<file path="config.mk">
export PLATFORM = sky130hd
export DESIGN_NAME = pmm_top
export DESIGN_NICKNAME = d
export VERILOG_FILES = /design/src/core/pmm_pkg.sv /design/src/core/pmm_top.sv
export SDC_FILE = /design/constraint.sdc
export NUM_CORES = 1
export LEC_CHECK = 0
export BUFFER_PORTS_ARGS = -buffer_cell sky130_fd_sc_hd__buf_2
export CORE_MARGIN = 4
export CORE_UTILIZATION = 50
export DETAILED_ROUTE_END_ITERATION = 7
export HOLD_SLACK_MARGIN = 0.05
export PLACE_DENSITY = 0.75
export SYNTH_ARGS = -nofsm -noshare
export SYNTH_HDL_FRONTEND = slang
export SYNTH_SLANG_ARGS = --single-unit
</file>
<file path="constraint.sdc">
create_clock -name clk_i -period 8 [get_ports clk_i]
set_clock_uncertainty 0.1 [all_clocks]
set_input_delay 1.2 -clock clk_i [delete_from_list [all_inputs] [get_ports clk_i]]
set_output_delay 1.2 -clock clk_i [all_outputs]
set_load 0.05 [all_outputs]
</file>
<file path="src/core/pmm_pkg.sv">
// Purpose: Shared constants and types of the protection mode manager.
// Assumes: 40 MHz system clock; settings bytes are eight bits wide.
// Notes:   Settings indices, field positions and defaults live here.
package pmm_pkg;

  localparam int CLK_HZ        = 40000000;
  localparam int MS_PER_S      = 1000;
  localparam int MS_CYC        = CLK_HZ / MS_PER_S;
  localparam int REPEAT_CLR_S  = 65;
  localparam int REPEAT_CLR_MS = REPEAT_CLR_S * MS_PER_S;
  localparam int RAMP_CYC      = 4;

  // Soft-start periods and discharge delays in ms.
  localparam logic [15:0] SS_MS0 = 16'd13;
  localparam logic [15:0] SS_MS1 = 16'd25;
  localparam logic [15:0] SS_MS2 = 16'd51;
  localparam logic [15:0] SS_MS3 = 16'd102;
  localparam logic [15:0] XC_MS1 = 16'd100;
  localparam logic [15:0] XC_MS2 = 16'd200;
  localparam logic [15:0] XC_MS3 = 16'd400;

  // Settings byte indices.
  localparam int NV_N = 12;
  localparam logic [3:0] NV_PMAX  = 4'h0;
  localparam logic [3:0] NV_OFF1  = 4'h1;
  localparam logic [3:0] NV_OFF2  = 4'h2;
  localparam logic [3:0] NV_TMR1  = 4'h3;
  localparam logic [3:0] NV_TMR2  = 4'h4;
  localparam logic [3:0] NV_OPPC  = 4'h5;
  localparam logic [3:0] NV_MISC  = 4'h6;
  localparam logic [3:0] NV_POL   = 4'h7;
  localparam logic [3:0] NV_SAFE  = 4'h8;
  localparam logic [3:0] NV_FLR   = 4'h9;
  localparam logic [3:0] NV_LOCK  = 4'ha;
  localparam logic [3:0] NV_CUST  = 4'hb;

  // Field positions.
  localparam int OPPC_POL_LO = 0;
  localparam int OPPC_REP_LO = 2;
  localparam int OPPC_EN1    = 6;
  localparam int OPPC_EN2    = 7;
  localparam int MISC_S12    = 0;
  localparam int MISC_SS_LO  = 1;
  localparam int MISC_XC_LO  = 3;
  localparam int MISC_PM_LO  = 5;
  localparam int MISC_WEN    = 7;
  localparam int LOCK_RD     = 0;
  localparam int LOCK_WR     = 1;

  localparam logic [1:0] POL_LATCH = 2'h0;
  localparam logic [1:0] POL_SAFE  = 2'h1;
  localparam logic [1:0] POL_LAS   = 2'h2;
  localparam logic [1:0] PM_OFF    = 2'h3;

  // Customer code default is arbitrary.
  localparam logic [NV_N-1:0][7:0] NV_DEFAULT = {
    8'h00, 8'h00, 8'h64, 8'hfa, 8'h55, 8'h08,
    8'hcd, 8'hc8, 8'h32, 8'h32, 8'h14, 8'haa};

  // Cause bits and synchronised input bits.
  localparam int CS_N   = 6;
  localparam int CS_OPP1 = 0;
  localparam int CS_OPP2 = 1;
  localparam int CS_OVP  = 2;
  localparam int CS_OCP  = 3;
  localparam int CS_UVP  = 4;
  localparam int CS_OTP  = 5;
  localparam int IN_N    = 12;
  localparam int IN_OVP  = 0;
  localparam int IN_OCP  = 1;
  localparam int IN_UVP  = 2;
  localparam int IN_OTP  = 3;
  localparam int IN_BLOW = 4;
  localparam int IN_OTW  = 5;
  localparam int IN_OVW  = 6;
  localparam int IN_BOW  = 7;
  localparam int IN_BO   = 8;
  localparam int IN_ML   = 9;
  localparam int IN_SUV  = 10;
  localparam int IN_SOK  = 11;

  typedef enum logic [1:0] {ST_START, ST_RUN, ST_WAIT, ST_LATCH} pmm_state_t;

  typedef struct packed {
    logic [IN_N-1:0]       sync1;
    logic [IN_N-1:0]       sync2;
    logic [NV_N-1:0][7:0]  nv;
    pmm_state_t            st;
    logic [15:0]           pre;
    logic                  tick;
    logic [7:0]            c1;
    logic [7:0]            c2;
    logic [3:0]            rep;
    logic [15:0]           quiet;
    logic [15:0]           wt;
    logic [15:0]           bo;
    logic [15:0]           ssc;
    logic [15:0]           xc;
    logic [CS_N-1:0]       cause;
    logic [7:0]            fb;
    logic [1:0]            ramp;
    logic                  llc_en;
    logic                  pfc_en;
    logic                  latched;
    logic                  limit;
    logic                  ss;
    logic                  xcap;
    logic                  hv_chg;
    logic [7:0]            rdata;
    logic                  rvalid;
    logic                  rref;
    logic                  wref;
  } pmm_regs_t;

endpackage

</file>
<file path="src/core/pmm_top.sv">
// Purpose: Overpower handling, protection policies, power-good ramp and settings.
// Assumes: pwr_i is a same-clock percentage of rated power; sense flags are pins.
// Notes:   Settings store is a byte array reached by plain read and write strobes.
// Contract
// Above maximum power, limit each cycle.
// First level: timed trip, disableable.
// Second level: own timed trip, disableable.
// Each protection picks one of three policies.
// Latched resumes on fast reset or supply.
// Safe restart waits one shared delay.
// Repeat counter latches at configured count.
// Quiet sixty-five seconds clears repeat counter.
// Long brownout restarts, even from latch.
// Indicator high at start-up, low running.
// Five warnings raise the indicator.
// Indicator moves along a ramp.
// Overvoltage, overcurrent, undervoltage: high at once.
// Sticky cause record, cleared by software.
// Twelve volt start disables charge path.
// Read lock refuses reads; default allowed.
// Write lock blocks writes; default allowed.
// Default loads all values, unlocks settings.
// Customer code always readable.
// Four PFC soft-start periods.
// Delayed X-capacitor discharge, or never.
// Four PFC operating modes.
`timescale 1ns/1ps
module pmm_top #(
  parameter int MS_CYCLES = pmm_pkg::MS_CYC,
  parameter int QUIET_MS  = pmm_pkg::REPEAT_CLR_MS
) (
  // Clock and reset.
  input  wire logic        clk_i,
  input  wire logic        srst_i,
  // Power measurement.
  input  wire logic [7:0]  pwr_i,
  // Protection and warning sense pins.
  input  wire logic        ovp_i,
  input  wire logic        ocp_i,
  input  wire logic        uvp_i,
  input  wire logic        otp_i,
  input  wire logic        boost_low_i,
  input  wire logic        otp_warn_i,
  input  wire logic        ovp_warn_i,
  input  wire logic        bo_warn_i,
  input  wire logic        brownout_i,
  input  wire logic        mains_lost_i,
  input  wire logic        supply_uv_i,
  input  wire logic        supply_ok_i,
  // Settings access.
  input  wire logic        nv_wr_i,
  input  wire logic        nv_rd_i,
  input  wire logic [3:0]  nv_addr_i,
  input  wire logic [7:0]  nv_wdata_i,
  input  wire logic        nv_default_i,
  input  wire logic        cause_clr_i,
  output logic [7:0]       nv_rdata_o,
  output logic             nv_rvalid_o,
  output logic             nv_rd_refused_o,
  output logic             nv_wr_refused_o,
  // Converter control and status.
  output logic             llc_en_o,
  output logic             pfc_en_o,
  output logic             power_limit_o,
  output logic [7:0]       feedback_sense_pin_o,
  output logic             latched_o,
  output logic [5:0]       cause_o,
  output logic [3:0]       repeat_cnt_o,
  output logic             hv_startup_charge_path_o,
  output logic             start_12v_o,
  output logic             pfc_softstart_o,
  output logic [1:0]       pfc_mode_o,
  output logic             xcap_dch_o
);

  pmm_pkg::pmm_regs_t s;
  pmm_pkg::pmm_regs_t next_s;

  wire logic [pmm_pkg::IN_N-1:0] pins = {supply_ok_i, supply_uv_i, mains_lost_i, brownout_i,
    bo_warn_i, ovp_warn_i, otp_warn_i, boost_low_i, otp_i, uvp_i, ocp_i, ovp_i};

  // ****************************************************************
  // Next-state logic.
  // ****************************************************************
  always_comb begin
    logic [pmm_pkg::IN_N-1:0] in;
    logic [7:0]               pmax;
    logic [7:0]               thr1;
    logic [7:0]               thr2;
    logic [7:0]               misc;
    logic                     over1;
    logic                     over2;
    logic                     near;
    logic                     warn;
    logic                     hard;
    logic [pmm_pkg::CS_N-1:0] trig;
    logic [1:0]               pol;
    logic [3:0]               rep_new;
    logic [15:0]              ss_tgt;
    logic [15:0]              xc_tgt;
    logic                     up;
    next_s  = s;
    over1   = 1'b0;
    over2   = 1'b0;
    near    = 1'b0;
    warn    = 1'b0;
    hard    = 1'b0;
    trig    = '0;
    up      = 1'b0;
    in      = s.sync2;
    pmax    = s.nv[pmm_pkg::NV_PMAX];
    misc    = s.nv[pmm_pkg::NV_MISC];
    thr1    = (s.nv[pmm_pkg::NV_OFF1] > pmax) ? 8'h00 : 8'(pmax - s.nv[pmm_pkg::NV_OFF1]);
    thr2    = (s.nv[pmm_pkg::NV_OFF2] > pmax) ? 8'h00 : 8'(pmax - s.nv[pmm_pkg::NV_OFF2]);
    pol     = pmm_pkg::POL_LATCH;
    rep_new = 4'(s.rep + 4'h1);
    ss_tgt  = pmm_pkg::SS_MS0;
    xc_tgt  = 16'h0000;
    next_s.sync1 = pins;
    next_s.sync2 = s.sync1;

    next_s.tick = (s.pre == 16'(MS_CYCLES - 1));
    next_s.pre  = next_s.tick ? 16'h0000 : 16'(s.pre + 16'h0001);

    next_s.limit = (s.st == pmm_pkg::ST_RUN) && (pwr_i > pmax);

    // Overpower timers count ms while above their threshold.
    over1 = s.nv[pmm_pkg::NV_OPPC][pmm_pkg::OPPC_EN1] && (pwr_i > thr1)
            && (s.st == pmm_pkg::ST_RUN);
    over2 = s.nv[pmm_pkg::NV_OPPC][pmm_pkg::OPPC_EN2] && (pwr_i > thr2)
            && (s.st == pmm_pkg::ST_RUN);
    next_s.c1 = !over1 ? 8'h00 : (s.tick && s.c1 != 8'hff) ? 8'(s.c1 + 8'h01) : s.c1;
    next_s.c2 = !over2 ? 8'h00 : (s.tick && s.c2 != 8'hff) ? 8'(s.c2 + 8'h01) : s.c2;
    trig = '0;
    trig[pmm_pkg::CS_OPP1] = over1 && (s.c1 >= s.nv[pmm_pkg::NV_TMR1]);
    trig[pmm_pkg::CS_OPP2] = over2 && (s.c2 >= s.nv[pmm_pkg::NV_TMR2]);
    trig[pmm_pkg::CS_OVP]  = in[pmm_pkg::IN_OVP] && (s.st == pmm_pkg::ST_RUN);
    trig[pmm_pkg::CS_OCP]  = in[pmm_pkg::IN_OCP] && (s.st == pmm_pkg::ST_RUN);
    trig[pmm_pkg::CS_UVP]  = in[pmm_pkg::IN_UVP] && (s.st == pmm_pkg::ST_RUN);
    trig[pmm_pkg::CS_OTP]  = in[pmm_pkg::IN_OTP] && (s.st == pmm_pkg::ST_RUN);
    hard = trig[pmm_pkg::CS_OVP] | trig[pmm_pkg::CS_OCP] | trig[pmm_pkg::CS_UVP];

    // Policy of the lowest-numbered cause that fired.
    for (int i = pmm_pkg::CS_N - 1; i >= 0; i--) begin
      if (trig[i]) begin
        if (i <= pmm_pkg::CS_OPP2) begin
          pol = s.nv[pmm_pkg::NV_OPPC][pmm_pkg::OPPC_POL_LO +: 2];
        end else begin
          pol = s.nv[pmm_pkg::NV_POL][2*(i-pmm_pkg::CS_OVP) +: 2];
        end
      end
    end

    // Set wins over a simultaneous clear.
    next_s.cause = (s.cause & ~{pmm_pkg::CS_N{cause_clr_i}}) | trig;

    // Quiet timer clears the repeat counter.
    if (|trig) begin
      next_s.quiet = 16'h0000;
    end else if (s.tick) begin
      if (s.quiet >= 16'(QUIET_MS - 1)) begin
        next_s.quiet = 16'h0000;
        next_s.rep   = 4'h0;
      end else begin
        next_s.quiet = 16'(s.quiet + 16'h0001);
      end
    end

    next_s.bo = !in[pmm_pkg::IN_BO] ? 16'h0000 :
                (s.tick && s.bo != 16'hffff) ? 16'(s.bo + 16'h0001) : s.bo;
    next_s.wt = (s.tick && s.wt != 16'hffff) ? 16'(s.wt + 16'h0001) : s.wt;

    unique case (s.st)
      pmm_pkg::ST_START: begin
        if (in[pmm_pkg::IN_SOK] && !in[pmm_pkg::IN_BLOW]) begin
          next_s.st = pmm_pkg::ST_RUN;
        end
      end
      pmm_pkg::ST_RUN: begin
        if (|trig) begin
          next_s.wt = 16'h0000;
          if (pol == pmm_pkg::POL_SAFE) begin
            next_s.st = pmm_pkg::ST_WAIT;
          end else if (pol == pmm_pkg::POL_LAS) begin
            next_s.rep = rep_new;
            next_s.st  = (rep_new >= s.nv[pmm_pkg::NV_OPPC][pmm_pkg::OPPC_REP_LO +: 4]) ?
                         pmm_pkg::ST_LATCH : pmm_pkg::ST_WAIT;
          end else begin
            next_s.st = pmm_pkg::ST_LATCH;
          end
        end
      end
      pmm_pkg::ST_WAIT: begin
        if (s.wt >= 16'(s.nv[pmm_pkg::NV_SAFE])) begin
          next_s.st = pmm_pkg::ST_START;
        end
      end
      pmm_pkg::ST_LATCH: begin
        if (in[pmm_pkg::IN_SUV]) begin
          next_s.st = pmm_pkg::ST_START;
        end
      end
    endcase
    if ((s.st == pmm_pkg::ST_WAIT || s.st == pmm_pkg::ST_LATCH)
        && in[pmm_pkg::IN_BO] && s.bo >= 16'(s.nv[pmm_pkg::NV_FLR])) begin
      next_s.st = pmm_pkg::ST_START;
    end

    // Switch enables follow the next state.
    next_s.llc_en = (next_s.st == pmm_pkg::ST_RUN);
    next_s.pfc_en = (next_s.st == pmm_pkg::ST_RUN || next_s.st == pmm_pkg::ST_START)
                    && (misc[pmm_pkg::MISC_PM_LO +: 2] != pmm_pkg::PM_OFF);
    next_s.latched = (next_s.st == pmm_pkg::ST_LATCH);

    // Power-good indicator.
    near = (over1 && s.c1 >= 8'(s.nv[pmm_pkg::NV_TMR1] - (s.nv[pmm_pkg::NV_TMR1] >> 2)))
        || (over2 && s.c2 >= 8'(s.nv[pmm_pkg::NV_TMR2] - (s.nv[pmm_pkg::NV_TMR2] >> 2)));
    warn = in[pmm_pkg::IN_BLOW] || near || in[pmm_pkg::IN_OTW]
        || (misc[pmm_pkg::MISC_WEN] && (in[pmm_pkg::IN_OVW] || in[pmm_pkg::IN_BOW]));
    up = (s.st != pmm_pkg::ST_RUN) || warn;
    next_s.ramp = 2'(s.ramp + 2'h1);
    if (hard) begin
      next_s.fb   = 8'hff;
      next_s.ramp = 2'h0;
    end else if (s.ramp == 2'(pmm_pkg::RAMP_CYC - 1)) begin
      if (up && s.fb != 8'hff) begin
        next_s.fb = 8'(s.fb + 8'h01);
      end else if (!up && s.fb != 8'h00) begin
        next_s.fb = 8'(s.fb - 8'h01);
      end
    end

    // PFC soft-start window from start-up.
    unique case (misc[pmm_pkg::MISC_SS_LO +: 2])
      2'h0: ss_tgt = pmm_pkg::SS_MS0;
      2'h1: ss_tgt = pmm_pkg::SS_MS1;
      2'h2: ss_tgt = pmm_pkg::SS_MS2;
      2'h3: ss_tgt = pmm_pkg::SS_MS3;
    endcase
    next_s.ssc = !next_s.pfc_en ? 16'h0000 :
                 (s.tick && s.ssc != 16'hffff) ? 16'(s.ssc + 16'h0001) : s.ssc;
    next_s.ss  = next_s.pfc_en && (s.ssc < ss_tgt);

    // X-capacitor discharge after mains loss.
    unique case (misc[pmm_pkg::MISC_XC_LO +: 2])
      2'h0: xc_tgt = 16'h0000;
      2'h1: xc_tgt = pmm_pkg::XC_MS1;
      2'h2: xc_tgt = pmm_pkg::XC_MS2;
      2'h3: xc_tgt = pmm_pkg::XC_MS3;
    endcase
    next_s.xc   = !in[pmm_pkg::IN_ML] ? 16'h0000 :
                  (s.tick && s.xc != 16'hffff) ? 16'(s.xc + 16'h0001) : s.xc;
    next_s.xcap = (xc_tgt != 16'h0000) && in[pmm_pkg::IN_ML] && (s.xc >= xc_tgt);

    next_s.hv_chg = !misc[pmm_pkg::MISC_S12];

    // Settings access.
    next_s.rvalid = nv_rd_i;
    next_s.rref   = 1'b0;
    next_s.wref   = 1'b0;
    next_s.rdata  = 8'h00;
    if (nv_rd_i && nv_addr_i < 4'(pmm_pkg::NV_N)) begin
      if (nv_addr_i == pmm_pkg::NV_CUST) begin
        next_s.rdata = s.nv[nv_addr_i];
      end else if (s.nv[pmm_pkg::NV_LOCK][pmm_pkg::LOCK_RD]) begin
        next_s.rref = 1'b1;
      end else begin
        next_s.rdata = s.nv[nv_addr_i];
      end
    end
    if (nv_default_i) begin
      next_s.nv = pmm_pkg::NV_DEFAULT;
    end else if (nv_wr_i) begin
      if (s.nv[pmm_pkg::NV_LOCK][pmm_pkg::LOCK_WR] || nv_addr_i >= 4'(pmm_pkg::NV_N)) begin
        next_s.wref = 1'b1;
      end else begin
        next_s.nv[nv_addr_i] = nv_wdata_i;
      end
    end
  end

  // ****************************************************************
  // State register.
  // ****************************************************************
  always_ff @(posedge clk_i) begin
    if (srst_i) begin
      s        <= '0;
      s.nv     <= pmm_pkg::NV_DEFAULT;
      s.fb     <= 8'hff;
      s.hv_chg <= 1'b1;
    end else begin
      s <= next_s;
    end
  end

  assign nv_rdata_o               = s.rdata;
  assign nv_rvalid_o              = s.rvalid;
  assign nv_rd_refused_o          = s.rref;
  assign nv_wr_refused_o          = s.wref;
  assign llc_en_o                 = s.llc_en;
  assign pfc_en_o                 = s.pfc_en;
  assign power_limit_o            = s.limit;
  assign feedback_sense_pin_o     = s.fb;
  assign latched_o                = s.latched;
  assign cause_o                  = s.cause;
  assign repeat_cnt_o             = s.rep;
  assign hv_startup_charge_path_o = s.hv_chg;
  assign start_12v_o              = s.nv[pmm_pkg::NV_MISC][pmm_pkg::MISC_S12];
  assign pfc_softstart_o          = s.ss;
  assign pfc_mode_o               = s.nv[pmm_pkg::NV_MISC][pmm_pkg::MISC_PM_LO +: 2];
  assign xcap_dch_o               = s.xcap;

endmodule // pmm_top

</file>
Word-level counts from Yosys, hierarchy flattened
Cells that the tools add are included.

$add $sub $neg: 16. $lt $le $gt $ge: 19. Eq/ne operators: 25. Muxes and demuxes: 41. Bitwise operators: 13. Reduce and logical (&&, ||, !) cells: 65.

Operators by type and width (number): $pmux W16 S4 (2); $add A16 B1 Y16 const B (6); $bwmux W96 (1); $mux W16 (4); $mux W8 (8); $ne A16 B16 Y1 const B (4); $gt A8 B8 Y1 (5); $bmux W8 S4 (1); $demux W8 S4 (1); $ge A16 B8 Y1 (2); $ge A8 B8 Y1 (4); $logic_and A1 B1 Y1 (31); $add A8 B1 Y8 const B (3); $mux W4 (6); $ne A8 B8 Y1 const B (3); $mux W2 (11); $mux W20 (1); $eq A2 B2 Y1 const B (9); $reduce_or A2 Y1 (9); $eq A16 B16 Y1 const B (1); $ge A16 B16 Y1 (1); $ge A16 B16 Y1 const B (1); $lt A16 B16 Y1 (1); $reduce_bool A16 Y1 (1); 30 further kinds (63).

Register bits: 273. Word-level logic and storage cells: 218.

Logic depth before layout (Yosys ltp)
Depth in word-level cells: 19. Mapped depth: 28.

Worst setup path after synthesis
No wires, ideal clock.

Kind: reg2reg. Start point: register s[153] (netlist bit). End point: register s (netlist bit feedback_sense_pin_o[7]). Setup time: 0.062 ns. Data arrival time: 5.176 ns. Required time: 7.838 ns. Setup slack: 2.662 ns. Cell stages (with the launch flop): 29. Clock period less this slack: 5.338 ns. Cell sequence: dfxtp_1 inv_1 ha_1 fa_1 nor2b_1 o21ai_0 a21oi_1 o21a_1 nor2_1 o21bai_1 a21o_1 nand2_1 ha_1 a211oi_1 nor2_1 and4bb_2 or4_1 o211ai_2 nor2b_1 inv_1 ha_1 a21o_1 a21oi_1 o21ai_0 a31oi_1 nand2_1 or3_1 a21o_1 nand3_1.

Longest elaborated chain between the ends: 15.

RTL lines: start, declared (RTL line pmm_top.sv:76) `pmm_pkg::pmm_regs_t s;`; start signal, assigned (RTL line pmm_top.sv:292) `s <= next_s;`; $sub A8 B8 Y8, or another cell as far along (RTL line pmm_top.sv:113) `thr1 = (s.nv[pmm_pkg::NV_OFF1] > pmax) ? 8'h00 : 8'(pmax - s.nv[pmm_pkg::NV_OFF1]);`; $mux W8, on equally long branches (RTL line pmm_top.sv:113, pmm_top.sv:114); $gt A8 B8 Y1, on equally long branches (RTL line pmm_top.sv:128, pmm_top.sv:130); $logic_and A1 B1 Y1, on equally long branches (RTL line pmm_top.sv:128, pmm_top.sv:130); $logic_and A1 B1 Y1, on equally long branches (RTL line pmm_top.sv:129, pmm_top.sv:131); $logic_and A1 B1 Y1, on equally long branches (RTL line pmm_top.sv:216, pmm_top.sv:217); $logic_or A1 B1 Y1 * (RTL line pmm_top.sv:217) `|| (over2 && s.c2 >= 8'(s.nv[pmm_pkg::NV_TMR2] - (s.nv[pmm_pkg::NV_TMR2] >> 2)));`; $logic_or A1 B1 Y1 * (2 in series) (RTL line pmm_top.sv:218) `warn = in[pmm_pkg::IN_BLOW] || near || in[pmm_pkg::IN_OTW]`; $logic_or A1 B1 Y1 * (RTL line pmm_top.sv:219) `|| (misc[pmm_pkg::MISC_WEN] && (in[pmm_pkg::IN_OVW] || in[pmm_pkg::IN_BOW]));`; $logic_or A1 B1 Y1 * (RTL line pmm_top.sv:220) `up = (s.st != pmm_pkg::ST_RUN) || warn;`; $logic_not A1 Y1 (RTL line pmm_top.sv:228) `end else if (!up && s.fb != 8'h00) begin`; $logic_and A1 B1 Y1 (RTL line pmm_top.sv:228); $reduce_bool A2 Y1 (no source line); $reduce_and A2 Y1 (no source line).

Every way passes the cells marked *; elsewhere a longest branch is shown, timed or not. A chain may end at the register's enable or synchronous reset.

Worst setup path after layout
Ends and elaborated chain as after synthesis.

==> metrics <==
run status complete, no violations; vias in the first global route 11860; Area after DPL 15650 um^2; PwrDens 173.7 nW/um^2; Main synth FF type dfxtp_1; hold depth 1; endpoints failing setup 0; Non-Filler Instances 2163; mapped cell area 15170 um^2; first-pass GRT wire length 60.01 mm; DIE WIDTH 182.2 um; final worst-path cycle share 74.80%; Synth cell types 65; via count 12180; Crit. End Element flop; Slew Limit Fails 0; share of cells above drive strength 1 9.701%; dominant cell type by area after synthesis dfxtp_1; post-synthesis register bit count 273; HPWL Detailed 27.02 mm; Tmin final 5.984 ns; Power Total 2.881 mW; clk sink count 273; R2R depth 28; maxcap violations 0; CP startpoint s[153]$_SDFFE_PP0P_; footprint of the multi-input gates 8835 um^2; drc violations 0; vias per cell 5.629; CP arrival 6.38 ns; drt initial violations 835; Slew @ Worst Pin 1.070 ns; Critical-path top delay cell or4_1; internal reg-to-reg setup slack 2.02 ns; worst hold endpoint s[18]$_SDFF_PP0_; top cells by area, synth dfxtp_1 36%, ha_1 11%, mux2i_1 5.6%, nor2_1 5.5%, nand2_1 3.8%; Core Util, Final 55.65%; peak supply drop 0.0001883 V; final hold violations 0; IO Port Bufs 76; Synth async-reset ratio 0%; placed insts 2110; Final #Nets 1933; WP data required 8.39 ns; gpl congestion 0.8939; ANT cells 0; Routed Antenna Nets 0; Initial Util 50.92%; Die Y 182.2 um; setup bufs post-CTS 0; Post-synth top cells 273 x dfxtp_1, 224 x nor2_1, 155 x nand2_1, 139 x ha_1, 118 x inv_1; total gr overflow 0; DR pass1 iterations 6; Pleak 7.194 nW; slew margin rel. 28.11%; WHS 0.3355 ns; Reg2Reg Launch Point s[153]$_SDFFE_PP0P_; Reg area 5465 um^2; share of the synthesized area in the top cell type 36.02%; cts hold-fix bufs 0; fin area 16580 um^2; most frequent cell after synthesis dfxtp_1; syn_nets 1906; RSZ-0062 raised after global routing false; Place WS 2.100 ns; largest net degree at the start of global routing 63; Resized Gates After CTS 0; TritonCTS clock tree done; Crit path largest cell delay 0.53 ns; core outline area 29800 um^2; Rows 63; Worst-path clk slew 0.06 ns; # IOs 77; Max Clk Rate 0.1671 GHz; hold_sp s[18]$_SDFF_PP0_; P&R area growth vs syn 9.277%; drt total wl 36.86 mm; all-layer global routing usage 21.80%; CTS root buf clkbuf_16; crit path max fanout 7; initial antenna violation count 0; later-pin clock latency in the skew report 0.55 ns; Crit Path Category flop to flop; Setup TNS 0 ns; total CTS buffers 29; sequential-to-total area share from yosys stat 36.02%; Post-synth EDFFs 0; maximum clock path buffer count 3; Routed wire per std cell 17.04 um; H-Tree Depth 1; R2R Path End feedback_sense_pin_o[7]$_SDFFE_PP1P_; Syn Inst Count 1724; fillers 2692; HP Class flop to flop; Synth Warn # 0; Syn Area/Cell 8.801 um^2; Setup WS post-layout 2.016 ns; crit path launch type flop; Die Area 33200 um^2
## layer usage
metal  vias up  GRT usage (%)  part of all wire, %
met4         0          7.896                  3.6
met1      5748          28.95                   44
met2       377          36.23                   46
met3        86          3.289                  6.2
li1       5964              -                    -
met5         -              0                    0
## report_power, final
part / switching (mW) / leakage [nW] / internal [mW] / total, mW
registers: 0.0101 / 2.21 / 1.37 / 1.38
clock network: 0.553 / 0.465 / 0.771 / 1.32
logic: 0.112 / 4.52 / 0.0615 / 0.174
total: 0.675 / 7.19 / 2.21 / 2.88
## critical path: cells and delay by family (launching register included)
family | cells | cell delay (ns)
and+or+nand+nor | 10 | 1.92
adders and majority gates | 4 | 1.24
buffers and inverters | 2 | 0.24
AOI/OAI and AO/OA | 12 | 2.02
DFF | 1 | 0.38
## how the worst max path moves through the flow
stage                                           end  slack, ns  depth (start not counted)
6_report       feedback_sense_pin_o[7]$_SDFFE_PP1P_       2.02                         28
3_5_place_dp   feedback_sense_pin_o[7]$_SDFFE_PP1P_       2.10                         28
4_1_cts        feedback_sense_pin_o[7]$_SDFFE_PP1P_       2.04                         28
5_1_grt        feedback_sense_pin_o[7]$_SDFFE_PP1P_       1.48                         28
3_3_place_gp   feedback_sense_pin_o[7]$_SDFFE_PP1P_       2.22                         28
2_1_floorplan  feedback_sense_pin_o[7]$_SDFFE_PP1P_       2.66                         28
## layout make-up
| cell class | instances | share of cell area [%] |
|---|---|---|
| multi-input combinational | 1248 | 53.28 |
| inverter | 118 | 2.671 |
| tap | 390 | 2.943 |
| sequential | 273 | 32.96 |
| clock inverter | 18 | 1.049 |
| clock buffer | 35 | 4.573 |
| timing repair buffer | 81 | 2.520 |
## placed cells by master (no fill, tap or decap), types with 15 or more instances in the layout
cell / count
xnor2_1: 54
mux4_2: 24
clkbuf_16: 29
inv_1: 118
ha_1: 139
buf_2: 76
nand3_1: 68
nor3_1: 15
nor2b_1: 46
and3_1: 22
nand4_1: 35
xor2_1: 64
nand2b_1: 27
mux2i_1: 85
dfxtp_1: 273
nor2_1: 223
o21ai_0: 39
a21oi_1: 72
nand2_1: 155
## sequential cells by signal, summed over array words and instances, names as in the netlist
| register | cells |
|---|---|
| repeat_cnt_o | 4 |
| xcap_dch_o | 1 |
| power_limit_o | 1 |
| nv_wr_refused_o | 1 |
| start_12v_o | 1 |
| latched_o | 1 |
| pfc_mode_o | 2 |
| nv_rd_refused_o | 1 |
| s | 222 |
| llc_en_o | 1 |
| cause_o | 6 |
| feedback_sense_pin_o | 8 |
| nv_rdata_o | 8 |
| pfc_softstart_o | 1 |
| next_s | 12 |
| pfc_en_o | 1 |
| hv_startup_charge_path_o | 1 |
| nv_rvalid_o | 1 |
## cell families after synthesis
| logic type | synth area share, % |
|---|---|
| AND/OR/NAND/NOR | 21.29 |
| XOR/XNOR | 6.811 |
| AO/OA/AOI/OAI | 8.568 |
| buffers and inverters | 5.871 |
| adder cells (fa/ha/maj) | 12.12 |
| flip-flops | 36.02 |
| multiplexers | 9.318 |
(Power assumes the default switching activity.)
